<file path="src/hw/edpc_pkg.sv">
// constants, register layout and states of the energy-sense power control block
//------------------------------------------------------------------------------
//------------------------------------------------------------------------------
package edpc_pkg;
	// register indices; byte address is four times the index
	localparam logic [7:0] CTRL_IDX = 8'h1D;
	localparam logic [7:0] IRQ_STAT_IDX = 8'h1E;
	localparam logic [7:0] IRQ_MASK_IDX = 8'h1F;
	localparam logic [11:0] CTRL_ADDR = {2'h0, CTRL_IDX, 2'h0};
	localparam logic [11:0] IRQ_STAT_ADDR = {2'h0, IRQ_STAT_IDX, 2'h0};
	localparam logic [11:0] IRQ_MASK_ADDR = {2'h0, IRQ_MASK_IDX, 2'h0};
	// control register field positions
	localparam int EN_BIT = 15;
	localparam int AUTO_WAKE_BIT = 14;
	localparam int AUTO_SLEEP_BIT = 13;
	localparam int MAN_BIT = 12;
	localparam int BURST_DIS_BIT = 11;
	localparam int PWR_BIT = 10;
	localparam int ERR_MET_BIT = 9;
	localparam int DATA_MET_BIT = 8;
	localparam int ERR_THR_LSB = 4;
	localparam int DATA_THR_LSB = 0;
	// reset value of the control register, enable bit excluded (strap)
	localparam logic [15:0] CTRL_RESET = 16'h6011;
	// interrupt status and mask layout
	localparam int IRQ_W = 3;
	localparam int IRQ_DATA_BIT = 0;
	localparam int IRQ_ERR_BIT = 1;
	localparam int IRQ_PWR_BIT = 2;
	localparam logic [IRQ_W-1:0] IRQ_MASK_RESET = 3'h0;
	// timing
	localparam int unsigned CLK_FREQ_HZ = 40_000_000;
	localparam int unsigned CLK_PERIOD_NS = 25;
	localparam int unsigned IDLE_TIME_MS = 2000;
	localparam int unsigned IDLE_CYCLES = IDLE_TIME_MS * (CLK_FREQ_HZ / 1000);
	localparam int IDLE_W = 27;
	localparam int unsigned PULSE_WIDTH_NS = 100;
	localparam int unsigned PULSE_GAP_NS = 1000;
	localparam int unsigned PULSE_WIDTH_CYC = (PULSE_WIDTH_NS + CLK_PERIOD_NS - 1) / CLK_PERIOD_NS;
	localparam int unsigned PULSE_GAP_CYC = (PULSE_GAP_NS + CLK_PERIOD_NS - 1) / CLK_PERIOD_NS;
	localparam logic [2:0] BURST_LEN = 3'h4;
	localparam logic [2:0] SINGLE_LEN = 3'h1;
	// power sequencing states, gray along down, waking, up, sleeping
	typedef enum logic [1:0] {
		PWR_DOWN = 2'h0,
		PWR_WAKING = 2'h1,
		PWR_UP = 2'h3,
		PWR_SLEEPING = 2'h2
	} edpc_pwr_t;
endpackage

</file>
<file path="src/hw/edpc_pulse_gen.sv">
// sense pulse generator: a burst of four pulses or a single pulse per start
`timescale 1ns/1ps
module edpc_pulse_gen (
	input wire logic pclk,
	input wire logic presetn,
	input wire logic ce,
	input wire logic start,
	input wire logic burst_dis,
	output logic pulse,
	output logic done
);
	typedef struct packed {
		logic pulse;
		logic done;
		logic [5:0] cnt;
		logic [2:0] left;
	} edpc_pg_t;
	edpc_pg_t pg_q;
	edpc_pg_t pg_d;

	// pulse high phase, then gap, until the pulse budget is spent
	always_comb begin
		pg_d = pg_q;
		pg_d.done = 1'b0;
		if (start) begin
			pg_d.pulse = 1'b1;
			pg_d.cnt = 6'(edpc_pkg::PULSE_WIDTH_CYC - 1);
			pg_d.left = burst_dis ? edpc_pkg::SINGLE_LEN : edpc_pkg::BURST_LEN;
		end else if (pg_q.left != 3'h0) begin
			if (pg_q.cnt != 6'h0) begin
				pg_d.cnt = pg_q.cnt - 6'h1;
			end else if (pg_q.pulse) begin
				pg_d.pulse = 1'b0;
				pg_d.left = pg_q.left - 3'h1;
				pg_d.cnt = 6'(edpc_pkg::PULSE_GAP_CYC - 1);
				pg_d.done = (pg_q.left == 3'h1); // no trailing gap after the last pulse
			end else begin
				pg_d.pulse = 1'b1;
				pg_d.cnt = 6'(edpc_pkg::PULSE_WIDTH_CYC - 1);
			end
		end
	end

	// state register
	always_ff @(posedge pclk or negedge presetn) begin
		if (!presetn) begin
			pg_q <= '0;
		end else if (ce) begin
			pg_q <= pg_d;
		end
	end

	assign pulse = pg_q.pulse;
	assign done = pg_q.done;

	// helper: pulses seen since the last start
	logic [2:0] seen_q;
	always_ff @(posedge pclk or negedge presetn) begin
		if (!presetn) begin
			seen_q <= 3'h0;
		end else if (ce) begin
			seen_q <= (start ? 3'h0 : seen_q) + 3'(pg_d.pulse & ~pg_q.pulse);
		end
	end
endmodule

</file>
<file path="src/hw/edpc_top.sv">
// energy-sense power control with apb register slave and interrupt
//
// Our own choice: register access over APB.
`timescale 1ns/1ps
module edpc_top #(
	parameter int unsigned IDLE_CYCLES = edpc_pkg::IDLE_CYCLES
) (
	input wire logic pclk,
	input wire logic presetn,
	input wire logic ce,
	input wire logic psel,
	input wire logic penable,
	input wire logic pwrite,
	input wire logic [11:0] paddr,
	input wire logic [31:0] pwdata,
	input wire logic [3:0] pstrb,
	output logic [31:0] prdata,
	output logic pready,
	output logic pslverr,
	input wire logic strap_energy_sense_enable,
	input wire logic energy_present,
	input wire logic data_event,
	input wire logic error_event,
	output logic line_driver_power_up,
	output logic sense_pulse,
	output logic irq
);
	//--------------------------------------------------------------------------
	// state
	//--------------------------------------------------------------------------
	typedef struct packed {
		logic strap_done;
		logic en;
		logic auto_wake;
		logic auto_sleep;
		logic burst_dis;
		logic [3:0] err_thr;
		logic [3:0] data_thr;
		logic err_met;
		logic data_met;
		edpc_pkg::edpc_pwr_t pwr;
		logic [3:0] data_cnt;
		logic [3:0] err_cnt;
		logic [edpc_pkg::IDLE_W-1:0] idle;
		logic start;
		logic [edpc_pkg::IRQ_W-1:0] irq_stat;
		logic [edpc_pkg::IRQ_W-1:0] irq_mask;
		logic ack;
		logic slverr;
		logic [31:0] rdata;
	} edpc_state_t;
	edpc_state_t st_q;
	edpc_state_t st_d;

	logic setup;
	logic wr_fire;
	logic ctrl_hit;
	logic stat_hit;
	logic mask_hit;
	logic pg_done;
	logic [4:0] data_next;
	logic [4:0] err_next;
	logic data_reach;
	logic err_reach;
	logic idle_end;
	logic man_req;
	logic [15:0] ctrl_view;

	//--------------------------------------------------------------------------
	// apb decode and handshake
	//--------------------------------------------------------------------------
	// address decode, one aligned word per register
	always_comb begin
		ctrl_hit = 1'b0;
		stat_hit = 1'b0;
		mask_hit = 1'b0;
		if (paddr == edpc_pkg::CTRL_ADDR) begin
			ctrl_hit = 1'b1;
		end else if (paddr == edpc_pkg::IRQ_STAT_ADDR) begin
			stat_hit = 1'b1;
		end else if (paddr == edpc_pkg::IRQ_MASK_ADDR) begin
			mask_hit = 1'b1;
		end
	end

	// answer in the first access cycle, data prepared in setup
	assign setup = psel & ~penable;
	assign pready = penable & st_q.ack;
	assign pslverr = penable & st_q.ack & st_q.slverr;
	assign prdata = st_q.rdata;
	assign wr_fire = psel & penable & pready & pwrite & ~st_q.slverr;

	//--------------------------------------------------------------------------
	// event counting
	//--------------------------------------------------------------------------
	// saturating-free compare in five bits so threshold fifteen is reachable
	assign data_next = {1'b0, st_q.data_cnt} + 5'h1;
	assign err_next = {1'b0, st_q.err_cnt} + 5'h1;
	assign data_reach = data_event & (data_next >= {1'b0, st_q.data_thr});
	assign err_reach = error_event & (err_next >= {1'b0, st_q.err_thr});
	assign idle_end = (st_q.idle == edpc_pkg::IDLE_W'(IDLE_CYCLES - 1)) & ~data_event;
	assign man_req = wr_fire & ctrl_hit & pstrb[1] & pwdata[edpc_pkg::MAN_BIT];

	// control register as software sees it; the manual toggle reads zero
	assign ctrl_view = {st_q.en, st_q.auto_wake, st_q.auto_sleep, 1'b0, st_q.burst_dis,
		(st_q.pwr == edpc_pkg::PWR_UP), st_q.err_met, st_q.data_met, st_q.err_thr, st_q.data_thr};

	//--------------------------------------------------------------------------
	// next state
	//--------------------------------------------------------------------------
	always_comb begin
		st_d = st_q;
		st_d.start = 1'b0;
		// catch the strap on the first enabled cycle after reset release
		if (!st_q.strap_done) begin
			st_d.strap_done = 1'b1;
			st_d.en = strap_energy_sense_enable;
		end
		// idle timer restarts on every data event
		if (data_event || idle_end) begin
			st_d.idle = '0;
		end else begin
			st_d.idle = st_q.idle + edpc_pkg::IDLE_W'(1);
		end
		// event counters, cleared after a long quiet spell
		if (idle_end) begin
			st_d.data_cnt = 4'h0;
			st_d.err_cnt = 4'h0;
		end else begin
			if (data_event && st_q.data_cnt != 4'hF) begin
				st_d.data_cnt = data_next[3:0];
			end
			if (error_event && st_q.err_cnt != 4'hF) begin
				st_d.err_cnt = err_next[3:0];
			end
		end
		// apb read: capture data in setup and clear-on-read flags at the same edge
		if (setup) begin
			st_d.ack = 1'b1;
			st_d.slverr = ~(ctrl_hit | stat_hit | mask_hit);
			st_d.rdata = 32'h0;
			if (!pwrite) begin
				if (ctrl_hit) begin
					st_d.rdata = {16'h0, ctrl_view};
					st_d.rdata[edpc_pkg::ERR_MET_BIT] = st_q.err_met | err_reach;
					st_d.rdata[edpc_pkg::DATA_MET_BIT] = st_q.data_met | data_reach;
					st_d.err_met = 1'b0;
					st_d.data_met = 1'b0;
				end else if (stat_hit) begin
					st_d.rdata = {29'h0, st_q.irq_stat};
				end else if (mask_hit) begin
					st_d.rdata = {29'h0, st_q.irq_mask};
				end
			end
		end else if (pready) begin
			st_d.ack = 1'b0;
			st_d.slverr = 1'b0;
		end
		// apb write, taken at the completing edge
		if (wr_fire && ctrl_hit) begin
			if (pstrb[1]) begin
				st_d.en = pwdata[edpc_pkg::EN_BIT];
				st_d.auto_wake = pwdata[edpc_pkg::AUTO_WAKE_BIT];
				st_d.auto_sleep = pwdata[edpc_pkg::AUTO_SLEEP_BIT];
				st_d.burst_dis = pwdata[edpc_pkg::BURST_DIS_BIT];
			end
			if (pstrb[0]) begin
				st_d.err_thr = pwdata[edpc_pkg::ERR_THR_LSB +: 4];
				st_d.data_thr = pwdata[edpc_pkg::DATA_THR_LSB +: 4];
			end
		end
		if (wr_fire && mask_hit && pstrb[0]) begin
			st_d.irq_mask = pwdata[edpc_pkg::IRQ_W-1:0];
		end
		if (wr_fire && stat_hit && pstrb[0]) begin
			st_d.irq_stat = st_q.irq_stat & ~pwdata[edpc_pkg::IRQ_W-1:0];
		end
		// threshold flags; a new event wins over the read clear
		if (err_reach) begin
			st_d.err_met = 1'b1;
			st_d.irq_stat[edpc_pkg::IRQ_ERR_BIT] = 1'b1;
		end
		if (data_reach) begin
			st_d.data_met = 1'b1;
			st_d.irq_stat[edpc_pkg::IRQ_DATA_BIT] = 1'b1;
		end
		// power sequencing; error events never steer it
		// stay down until the strap is taken, so a reset never flashes the driver on
		if (!st_q.en) begin
			if (st_q.strap_done) begin
				st_d.pwr = edpc_pkg::PWR_UP; // sensing off keeps the driver powered
			end
		end else begin
			case (st_q.pwr)
				edpc_pkg::PWR_DOWN: begin
					if (man_req || (st_q.auto_wake && data_reach)) begin
						st_d.pwr = edpc_pkg::PWR_WAKING;
						st_d.start = 1'b1;
						st_d.data_cnt = 4'h0;
						st_d.err_cnt = 4'h0;
					end
				end
				edpc_pkg::PWR_WAKING: begin
					if (pg_done) begin
						st_d.pwr = edpc_pkg::PWR_UP;
						st_d.irq_stat[edpc_pkg::IRQ_PWR_BIT] = 1'b1;
					end
				end
				edpc_pkg::PWR_UP: begin
					if (man_req || (st_q.auto_sleep && !energy_present)) begin
						st_d.pwr = edpc_pkg::PWR_SLEEPING;
					end
				end
				default: begin
					st_d.pwr = edpc_pkg::PWR_DOWN;
					st_d.irq_stat[edpc_pkg::IRQ_PWR_BIT] = 1'b1;
				end
			endcase
		end
	end

	//--------------------------------------------------------------------------
	// state register
	//--------------------------------------------------------------------------
	always_ff @(posedge pclk or negedge presetn) begin
		if (!presetn) begin
			st_q <= '0;
			st_q.auto_wake <= edpc_pkg::CTRL_RESET[edpc_pkg::AUTO_WAKE_BIT];
			st_q.auto_sleep <= edpc_pkg::CTRL_RESET[edpc_pkg::AUTO_SLEEP_BIT];
			st_q.burst_dis <= edpc_pkg::CTRL_RESET[edpc_pkg::BURST_DIS_BIT];
			st_q.err_thr <= edpc_pkg::CTRL_RESET[edpc_pkg::ERR_THR_LSB +: 4];
			st_q.data_thr <= edpc_pkg::CTRL_RESET[edpc_pkg::DATA_THR_LSB +: 4];
			st_q.irq_mask <= edpc_pkg::IRQ_MASK_RESET;
			st_q.pwr <= edpc_pkg::PWR_DOWN;
		end else if (ce) begin
			st_q <= st_d;
		end
	end

	//--------------------------------------------------------------------------
	// pulse generator and outputs
	//--------------------------------------------------------------------------
	edpc_pulse_gen u_pulse (
		.pclk(pclk),
		.presetn(presetn),
		.ce(ce),
		.start(st_q.start),
		.burst_dis(st_q.burst_dis),
		.pulse(sense_pulse),
		.done(pg_done)
	);

	// driver is powered from the start of waking until sleeping completes
	assign line_driver_power_up = (st_q.pwr != edpc_pkg::PWR_DOWN);
	assign irq = |(st_q.irq_stat & st_q.irq_mask);
endmodule

</file>
<file path="config.mk">
export PLATFORM = sky130hd
export DESIGN_NAME = edpc_top
export DESIGN_NICKNAME = d
export VERILOG_FILES = /design/src/hw/edpc_pkg.sv /design/src/hw/edpc_pulse_gen.sv /design/src/hw/edpc_top.sv
export SDC_FILE = /design/constraint.sdc
export NUM_CORES = 1
export LEC_CHECK = 0
export ABC_AREA = 1
export ABC_CLOCK_PERIOD_IN_PS = 2100
export BUFFER_PORTS_ARGS = -buffer_cell sky130_fd_sc_hd__buf_4
export CAP_MARGIN = 10
export CORE_MARGIN = 10
export CORE_UTILIZATION = 45
export CTS_CLUSTER_SIZE = 20
export DETAILED_ROUTE_END_ITERATION = 7
export MAX_ROUTING_LAYER = met4
export PLACE_DENSITY = 0.68
export SLEW_MARGIN = 20
export SYNTH_ARGS = -nofsm -noshare
export SYNTH_HDL_FRONTEND = slang
export SYNTH_SLANG_ARGS = --single-unit
</file>
<file path="constraint.sdc">
create_clock -name pclk -period 2.1 [get_ports pclk]
set_clock_uncertainty 0.1 [all_clocks]
set_input_delay 0.42 -clock pclk [delete_from_list [all_inputs] [get_ports pclk]]
set_output_delay 0.42 -clock pclk [all_outputs]
set_load 0.005 [all_outputs]
</file>
==> results of run 1 <==
cell type report:
type / count / area [um^2]
multi-input combinational: 454 / 2530
timing repair buffer: 89 / 692
sequential: 87 / 2180
fill: 1054 / 5190
tap: 143 / 179
inverter: 96 / 368
clock buffer: 9 / 225
clock inverter: 7 / 57.6
timing repair:
action | CTS | global route
cloned | 1 | 1
setup endpoints to repair | 11 | 22
pin swaps | 6 | 13
endpoints found under the hold margin | 34 | 0
setup buffers | 2 | 4
hold buffers | 1 | 0
gates resized for setup | 6 | 24
worst max path at each step:
| stage | from | to | slack (ns) | cells after the start |
|---|---|---|---|---|
| finish | st_q[72]$_DFFE_PN0P_ | st_q[77]$_DFFE_PN0P_ | -0.03 | 12 |
| detailed placement | st_q[72]$_DFFE_PN0P_ | st_q[68]$_DFFE_PN0P_ | -0.14 | 12 |
| global route | st_q[72]$_DFFE_PN0P_ | st_q[76]$_DFFE_PN0P_ | -0.13 | 13 |
| global placement | st_q[72]$_DFFE_PN0P_ | st_q[68]$_DFFE_PN0P_ | -0.09 | 12 |
| CTS | st_q[72]$_DFFE_PN0P_ | st_q[77]$_DFFE_PN0P_ | -0.05 | 12 |
| floorplan | st_q[72]$_DFFE_PN0P_ | st_q[68]$_DFFE_PN0P_ | 0.09 | 12 |
per-layer routing:
layer	GRT usage	vias up
li1	-	2234
met1	0.183	2022
met4	0.0377	0
met5	-	-
met2	0.247	116
met3	0.0434	13
stage by stage:
step	hold WS [ns]	instances	power, mW
floorplan	0.0244	682	2.97
global placement	0.330	860	3.35
detailed placement	0.346	860	3.43
finish	0.185	885	5.09
global route	0.207	885	5.46
CTS	0.175	880	5.02
cell usage in the layout (no fill, tap or decap), types with 3 or more instances in the layout:
cell	instances
nand2_1	140
inv_1	91
dfrtp_1	83
buf_4	83
nor2_1	68
o21ai_0	42
a21oi_1	28
nand3_1	25
nand4_1	20
conb_1	17
nor3_1	15
ha_1	14
xor2_1	10
clkbuf_16	9
o21ai_1	7
nand2_2	7
nand3_2	5
nand2_4	5
a22o_1	4
nor2_2	4
nor4_1	4
dfstp_2	4
inv_8	3
inv_2	3
ha_4	3
buf_6	3
power breakdown:
part	total [mW]	switching (mW)	leakage (nW)	internal (mW)
sequential	2.06	0.178	1.10	1.88
combinational	1.49	0.820	1.93	0.675
clock	1.54	0.720	0.139	0.819
total	5.09	1.72	3.17	3.38
tightest hold or removal path: stages:
cell	delay, ns
buf_4	0.08
nand2_1	0.04
o21ai_0	0.06
flip-flops by register name (all words and copies together) (netlist names):
name	cells
prdata	15
ctrl_view	14
u_pulse.done	1
u_pulse.pulse	1
st_q	47
u_pulse.pg_q	9
cell families after synthesis:
kind of cell / share of synthesized area
and+or+nand+nor: 0.271
buffers and inverters: 0.141
AOI/OAI and AO/OA: 0.0995
DFF: 0.415
adders and majority gates: 0.0452
xor gates and xnor gates: 0.0233
muxes: 0.00428
other: 0.000713
==> run metrics, run 1 <==
layout cell share with drive strength beyond 1=0.209; first-pass GRT wire length=20300 um; Yosys cell types=52; Via Count=4385; Reg2Reg Depth=12; Slew @ Worst Pin=0.534 ns; hpwl dp=9130 um; worst min-delay path category=in2reg; fin crit period=2.13 ns; placed cell area=5750 um^2; total CTS buffers=9; Hold EP=ctrl_view[11]$_DFFE_PN0P_; Worst R2R Setup Slack=-0.03 ns; Pleak=3.17 nW; GRT Resource Usage Total=0.152; clock-pin slew on the worst setup and hold paths=0.07 ns; Tcrit/Tclk final=1.02; GP Congestion=0.829; critical path fanouts, max=3; post-synth top area share=0.395; pre-CTS WS=-0.140 ns; final net count=814; final core area utilization=0.546; # DRC=0; Max rail drop VDD=587 uV; chip height=128 um; Die Area=16400 um^2; share of flip-flops with an asynchronous set or reset=1.00; I/O pin count=95; Synth area leader=dfrtp_1; Cell Pwr Density=817 nW/um^2; Via density=4.95; FP Rows=39; hold depth=3; Die Width=128 um; Worst EP arrival=2.26 ns; HP Start=pwdata[11]; RSZ-0062 raised after global routing=true; latest clock arrival within the worst-skew pair=0.34 ns; crit-path most repeated cell=nand4_1; CP required=2.23 ns; DRT iter0 DRCs=269; Post-Syn Area=5260 um^2; H-tree levels=3; core box area=11400 um^2; worst setup path class=reg2reg; diodes inserted=0; final slew viol count=0; failing checks=negative setup slack; Post-Syn Instances=666; met1 wire length=5380 um; cell with the most instances after synthesis=nand2_1; CP delay by family, top=simple AND/OR/NAND/NOR gates; Buf+Inv Stages, Crit Path=1; Starting Density=0.461; Synth Warn #=0; pin count of the biggest net entering global routing=41; final worst slack=-0.0339 ns; TNS Setup=-0.0832 ns; Slew HR=0.644; Crit Reg-Reg Endpoint=st_q[77]$_DFFE_PN0P_; dominant synthesized flop cell=dfrtp_1; clk buf depth=2; CTS tree=done; Finished Cell Area=6230 um^2; GRT Residual Overflow=0; Fin. Hold Viols=0; Avg WL per Cell=13.6 um; clk sinks=87; Worst R2R Start=st_q[72]$_DFFE_PN0P_; crit path capture type=flip-flop; worst-path cell chain=ha_2, xor2_2, ha_4, nand2_2, inv_2, nand4_1, nand4_1, nand3_2, nand3_1, nand2_1, nor2_2, a21oi_1; CP Launch Type=flip-flop; upper clock frequency limit=469 MHz; DR WL met3=715 um; top cells by count, synth=146 x nand2_1, 92 x inv_1, 83 x dfrtp_1; number of synthesized flops with an enable pin=0; ANT nets after route=0; reported max-cap violation count=0; Port Buf Inserts=56; synth-to-layout area growth=18.5%; DR pass1 iterations=5; Setup Viol. Count Final=7; flops & latches, synth=87; final WL=12100 um; max layer used=met4; Seq/Total Area, Yosys=0.415; syn_area_per_cell=7.90 um^2; slowest CP cell=dfrtp_1; CP max stage delay=0.41 ns; antenna violations before repair=0; routed wl met2=5790 um; Root Driver=clkbuf_16; status=complete, but fails checks; vias in the first global route=4383; dominant cells by area after synthesis=dfrtp_1 39%, nand2_1 10%, inv_1 6.6%
Power figures use the tool's default switching activity.
==> run 2, diff against run 1 <==
--- a/config.mk
+++ b/config.mk
@@ -16,3 +16,3 @@
 export MAX_ROUTING_LAYER = met4
-export PLACE_DENSITY = 0.68
+export PLACE_DENSITY = 0.71
 export SLEW_MARGIN = 20
--- a/constraint.sdc
+++ b/constraint.sdc
@@ -4,2 +4,2 @@
 set_output_delay 0.42 -clock pclk [all_outputs]
-set_load 0.005 [all_outputs]
+set_load 0.05 [all_outputs]
==> run 2 against run 1 <==
The flow still finishes with violations (negative setup slack). Non-clock buffer count unchanged. Combinational power increased by 11%. Critical endpoint is now st_q[68]$_DFFE_PN0P_. Core utilization unchanged. Hold slack got worse by 0.17 ns. Total power increased by 3.3%.
==> run metrics, run 2 (synthesis results as in run 1) <==
upper clock frequency limit=450 MHz (was 469 MHz); GP Congestion=0.898 (was 0.829); core box area=11400 um^2 (unchanged); TNS Setup=-0.689 ns (was -0.0832 ns); # DRC=0 (unchanged); Worst R2R Setup Slack=-0.12 ns (was -0.03 ns); pin count of the biggest net entering global routing=88 (was 41); critical path fanouts, max=4 (was 3); diodes inserted=0 (unchanged); clk buf depth=2 (unchanged); Post-Layout Cell Count=885 (unchanged); Cell Pwr Density=845 nW/um^2 (was 817 nW/um^2); synth-to-layout area growth=18.5% (unchanged); hpwl dp=8980 um (was 9130 um); most frequent cells in the layout=141 x nand2_1, 91 x inv_1, 86 x buf_4, 83 x dfrtp_1, 68 x nor2_1 (was 140 x nand2_1, 91 x inv_1, 83 x dfrtp_1, 83 x buf_4, 68 x nor2_1); Die Width=128 um (unchanged); Tcrit/Tclk final=1.06 (was 1.02); Setup Viol. Count Final=11 (was 7); Root Driver=clkbuf_16 (unchanged); Avg WL per Cell=13.7 um (was 13.6 um); failing checks=negative setup slack (unchanged); DRT iter0 DRCs=330 (was 269); clk sinks=87 (unchanged); first-pass GRT wire length=20100 um (was 20300 um); antenna violations before repair=0 (unchanged); DR pass1 iterations=5 (unchanged); Via Count=4448 (was 4385); final WL=12100 um (about the same); latest clock arrival within the worst-skew pair=0.35 ns (was 0.34 ns); layout cell share with drive strength beyond 1=0.212 (was 0.209); vias in the first global route=4353 (was 4383); Top reg by flops=st_q (unchanged); total CTS buffers=9 (unchanged); final net count=814 (unchanged); Starting Density=0.461 (unchanged); final worst slack=-0.120 ns (was -0.0339 ns); clock-pin slew on the worst setup and hold paths=0.07 ns (about the same); status=complete, but fails checks (unchanged); Worst R2R Start=st_q[73]$_DFFE_PN0P_ (was st_q[72]$_DFFE_PN0P_); CP required=2.27 ns (was 2.23 ns); Pleak=3.17 nW (about the same); FP Rows=39 (unchanged); Die Area=16400 um^2 (unchanged); Fin. Hold Viols=0 (unchanged); DP Cell Count=860 (unchanged); reported max-cap violation count=0 (unchanged); final slew viol count=0 (unchanged); RSZ-0062 raised after global routing=true (unchanged); ANT nets after route=0 (unchanged); crit path capture type=flip-flop (unchanged); CTS tree=done (unchanged); Worst EP arrival=2.39 ns (was 2.26 ns); commonest non-fill, non-tap cell in the layout=nand2_1 (unchanged); overall power=5.26 mW (was 5.09 mW); Max rail drop VDD=600 uV (was 587 uV); H-tree levels=3 (unchanged); Reg2Reg Depth=12 (unchanged); GRT Resource Usage Total=0.149 (was 0.152); fin crit period=2.22 ns (was 2.13 ns); GRT Residual Overflow=0 (unchanged); chip height=128 um (unchanged); Via density=5.03 (was 4.95); I/O pin count=95 (unchanged); max reg flops=47 (unchanged); worst setup path class=reg2reg (unchanged); CP Launch Type=flip-flop (unchanged); worst min-delay path category=in2async (was in2reg); Port Buf Inserts=56 (unchanged); Crit Reg-Reg Endpoint=st_q[68]$_DFFE_PN0P_ (was st_q[77]$_DFFE_PN0P_)
run 2: worst max path at each step:
stage,start,to,cells past startpoint
3_3_place_gp,st_q[72]$_DFFE_PN0P_,st_q[68]$_DFFE_PN0P_,12
6_report,st_q[73]$_DFFE_PN0P_,st_q[68]$_DFFE_PN0P_,12
3_5_place_dp,st_q[72]$_DFFE_PN0P_,st_q[68]$_DFFE_PN0P_,12
5_1_grt,st_q[73]$_DFFE_PN0P_,st_q[76]$_DFFE_PN0P_,13
4_1_cts,st_q[72]$_DFFE_PN0P_,st_q[76]$_DFFE_PN0P_,13
2_1_floorplan,st_q[72]$_DFFE_PN0P_,st_q[68]$_DFFE_PN0P_,12
run 2: per-layer routing:
metal  wire length (um)  up-vias  GRT usage  part of all wire
li1                   -     2238          -                 -
met2               5920      101      0.247              0.49
met3                592        2     0.0414             0.049
met5                  0        -          -                 0
met4                 32        0     0.0351            0.0026
met1               5540     2107      0.176              0.46
run 2: timing repair:
| action | CTS | global route |
|---|---|---|
| pin swaps | 3 | 14 |
| buffers inserted | 4 | 4 |
| gates cloned | 0 | 1 |
| resized for setup | 7 | 24 |
| setup endpoints to repair | 11 | 38 |
| hold buffers | 0 | 0 |
run 2: layout make-up:
cell class	count	area [um^2]
inverter	96	368
tap	143	179
multi-input combinational	454	2530
clock buffer	9	225
sequential	87	2180
fill	1010	5190
timing repair buffer	89	688
clock inverter	7	61.3
run 2: power breakdown:
part	switching (mW)	total (mW)	leakage [nW]	internal (mW)
sequential	0.190	2.07	1.10	1.88
combinational	0.971	1.65	1.93	0.677
clock	0.718	1.54	0.135	0.825
total	1.88	5.26	3.17	3.38
run 2: per-stage QoR:
stage / utilization / cell area [um^2] / hold slack, ns / setup slack, ns
finish: 0.546 / 6230 / 0.0127 / -0.120
global route: 0.546 / 6230 / 0.0540 / -0.254
CTS: 0.533 / 6080 / 0.0267 / -0.0482
detailed placement: 0.503 / 5750 / 0.362 / -0.163
global placement: 0.503 / 5750 / 0.360 / -0.0729
floorplan: - / 5320 / 0.0244 / 0.0888
run 2: critical path: stages, from the launching register on:
cell and delay [ns]:
dfrtp_1 0.41, ha_2 0.23, xor2_2 0.22, ha_4 0.24, nand2_1 0.06, inv_1 0.03, nand4_1 0.08, nand4_1 0.15
nand3_2 0.16, nand2_4 0.09, nand2_2 0.14, nand3_1 0.09, o21ai_1 0.15
==> run 3, diff against run 2 <==
--- a/config.mk
+++ b/config.mk
@@ -12,3 +12,3 @@
 export CORE_MARGIN = 10
-export CORE_UTILIZATION = 45
+export CORE_UTILIZATION = 48
 export CTS_CLUSTER_SIZE = 20
@@ -16,3 +16,3 @@
 export MAX_ROUTING_LAYER = met4
-export PLACE_DENSITY = 0.71
+export PLACE_DENSITY = 0.75
 export SLEW_MARGIN = 20
==> constraint.sdc (replaced) <==
create_clock -name pclk -period 2.1 [get_ports pclk]
set_clock_uncertainty 0.1 [all_clocks]
set_input_delay 0.63 -clock pclk [delete_from_list [all_inputs] [get_ports pclk]]
set_output_delay 0.63 -clock pclk [all_outputs]
set_load 0.05 [all_outputs]
==> run 3 against run 2 <==
Fmax grew 1.2%. The flow still finishes with violations (negative setup slack). Worst setup slack gained 0.027 ns. Largest cell class unchanged. Wire length grew 3.1%. Core utilization grew 3.2 points.
==> run metrics, run 3 (synthesis results as in run 1) <==
Via Count=4556 (was 4448); Fin. Hold Viols=0 (unchanged); GP Congestion=0.880 (was 0.898); overall power=5.08 mW (was 5.26 mW); diodes inserted=0 (unchanged); final net count=820 (was 814); Worst R2R Start=st_q[72]$_DFFE_PN0P_ (was st_q[73]$_DFFE_PN0P_); switch share=0.372 (was 0.357); multi-input logic area=2570 um^2 (was 2530 um^2); DRT iter0 DRCs=314 (was 330); synth-to-layout area growth=18.7% (was 18.5%); CTS tree=done (unchanged); total CTS buffers=9 (unchanged); # DRC=0 (unchanged); failing checks=negative setup slack (unchanged); clock-pin slew on the worst setup and hold paths=0.09 ns (was 0.07 ns); Avg WL per Cell=14.0 um (was 13.7 um); Setup Viol. Count Final=10 (was 11); design internal power=3.19 mW (was 3.38 mW); worst min-delay path category=in2async (unchanged); sequential power share=0.409 (was 0.394); TNS Setup=-0.709 ns (was -0.689 ns); Die Width=125 um (was 128 um); crit path capture type=flip-flop (unchanged); fin crit period=2.19 ns (was 2.22 ns); fillcell total=934 (was 1010); clk sinks=87 (unchanged); DR pass1 iterations=5 (unchanged); layout cell share with drive strength beyond 1=0.231 (was 0.212); worst setup path class=reg2reg (unchanged); core box area=10800 um^2 (was 11400 um^2); CP startpoint=st_q[72]$_DFFE_PN0P_ (was st_q[73]$_DFFE_PN0P_); placed cell area=5790 um^2 (was 5750 um^2); upper clock frequency limit=456 MHz (was 450 MHz); CP Launch Type=flip-flop (unchanged); Finished Cell Area=6240 um^2 (was 6230 um^2); Cell Pwr Density=815 nW/um^2 (was 845 nW/um^2); Tcrit/Tclk final=1.04 (was 1.06); critical path fanouts, max=5 (was 4); clock network fraction of design power=0.242 (was 0.293); Worst EP arrival=2.35 ns (was 2.39 ns); GRT Resource Usage Total=0.165 (was 0.149); final worst slack=-0.0929 ns (was -0.120 ns); ANT nets after route=0 (unchanged); Die Area=15500 um^2 (was 16400 um^2); final WL=12500 um (was 12100 um); Via density=5.13 (was 5.03); Sw Pwr=1.89 mW (was 1.88 mW); max reg flops=47 (unchanged); Pleak=3.17 nW (about the same); Max rail drop VDD=352 uV (was 600 uV); latest clock arrival within the worst-skew pair=0.37 ns (was 0.35 ns); Crit Reg-Reg Endpoint=st_q[73]$_DFFE_PN0P_ (was st_q[68]$_DFFE_PN0P_); H-tree levels=3 (unchanged); most frequent cells in the layout=139 x nand2_1, 92 x buf_4, 87 x inv_1, 81 x dfrtp_1, 69 x nor2_1 (was 141 x nand2_1, 91 x inv_1, 86 x buf_4, 83 x dfrtp_1, 68 x nor2_1); clk buf depth=2 (unchanged); antenna violations before repair=0 (unchanged); I/O pin count=95 (unchanged); Hold WS=0.192 ns (was 0.0127 ns); hpwl dp=9140 um (was 8980 um); FF+latch area=2180 um^2 (about the same); CP required=2.26 ns (was 2.27 ns); commonest non-fill, non-tap cell in the layout=nand2_1 (unchanged); combinational cell fraction of total power=0.349 (was 0.313); chip height=125 um (was 128 um); GRT Residual Overflow=0 (unchanged); Reg2Reg Depth=12 (unchanged); pin count of the biggest net entering global routing=88 (unchanged); first-pass GRT wire length=21400 um (was 20100 um); Top reg by flops=st_q (unchanged); vias in the first global route=4650 (was 4353); final slew viol count=0 (unchanged); RSZ-0062 raised after global routing=true (unchanged); Starting Density=0.487 (was 0.461); FP Rows=38 (was 39); reported max-cap violation count=0 (unchanged); Root Driver=clkbuf_8 (was clkbuf_16); Worst R2R Setup Slack=-0.09 ns (was -0.12 ns); CP endpoint=st_q[73]$_DFFE_PN0P_ (was st_q[68]$_DFFE_PN0P_); status=complete, but fails checks (unchanged); Port Buf Inserts=56 (unchanged)
-- run 3: cell count changes in the layout (fill, tap and decap cells not counted), sizes merged --
cell / before / now
buf: 89 / 95
inv: 99 / 97
bufinv: 0 / 1
clkinv: 2 / 3
-- run 3: stage by stage --
step           utilization  setup WS, ns  std cells
3_3_place_gp         0.537        -0.136        863
3_5_place_dp         0.537        -0.194        863
5_1_grt              0.578        -0.230        888
6_report             0.578       -0.0929        888
4_1_cts              0.565        -0.137        884
2_1_floorplan            -       -0.0263        682
-- run 3: cell type report --
cell class              count  share of cell area
multi-input cells         454               0.412
flip-flops and latches     87               0.350
repair buffers             95               0.118
inverters                  96              0.0596
well taps                 140              0.0281
clock buffers               9              0.0199
clock inverters             7              0.0128
-- run 3: worst min path at each step --
stage	start	to	slack, ns	cells past startpoint
3_3_place_gp	ctrl_view[8]$_DFFE_PN0P_	ctrl_view[8]$_DFFE_PN0P_	0.36	2
5_1_grt	presetn	ctrl_view[7]$_DFFE_PN0P_	0.19	2
2_1_floorplan	presetn	ctrl_view[11]$_DFFE_PN0P_	0.23	0
6_report	presetn	prdata[8]$_DFFE_PN0P_	0.19	2
4_1_cts	presetn	ctrl_view[7]$_DFFE_PN0P_	0.19	2
3_5_place_dp	ctrl_view[9]$_DFFE_PN0P_	ctrl_view[9]$_DFFE_PN0P_	0.36	2
-- run 3: what timing repair did --
action	CTS	global route
cloned	1	0
pin swaps	15	17
setup buffers	4	4
hold buffers	0	0
resized for setup	14	29
setup endpoints to repair	12	37
hold endpoints to repair	0	0
-- run 3: power groups by stage --
stage                     combinational [mW]  clock [mW]  sequential, mW
after detailed placement                1.50           0            2.09
after global placement                  1.43           0            2.07
after floorplan                         1.02           0            2.09
final                                   1.77        1.23            2.08
after global routing                    1.99        1.34            2.10
after CTS                               1.62        1.26            2.06
-- run 3: worst max-delay path, stage by stage (launching register included) --
cell and delay, ns:
dfrtp_2 0.46, ha_4 0.20, xor2_4 0.16, ha_4 0.30, nand2_1 0.06, nand2_1 0.06, nand3_1 0.08, nand4_1 0.15
nand3_2 0.13, nand2_4 0.13, nand2_4 0.10, nand4_1 0.10, nand2_1 0.06
-- run 3: layer usage --
metal	GRT usage	vias to the layer above	wire length, um
met5	-	-	0
met4	0.0473	0	211
met3	0.0430	20	608
met2	0.269	136	6020
met1	0.197	2150	5620
li1	-	2250	-
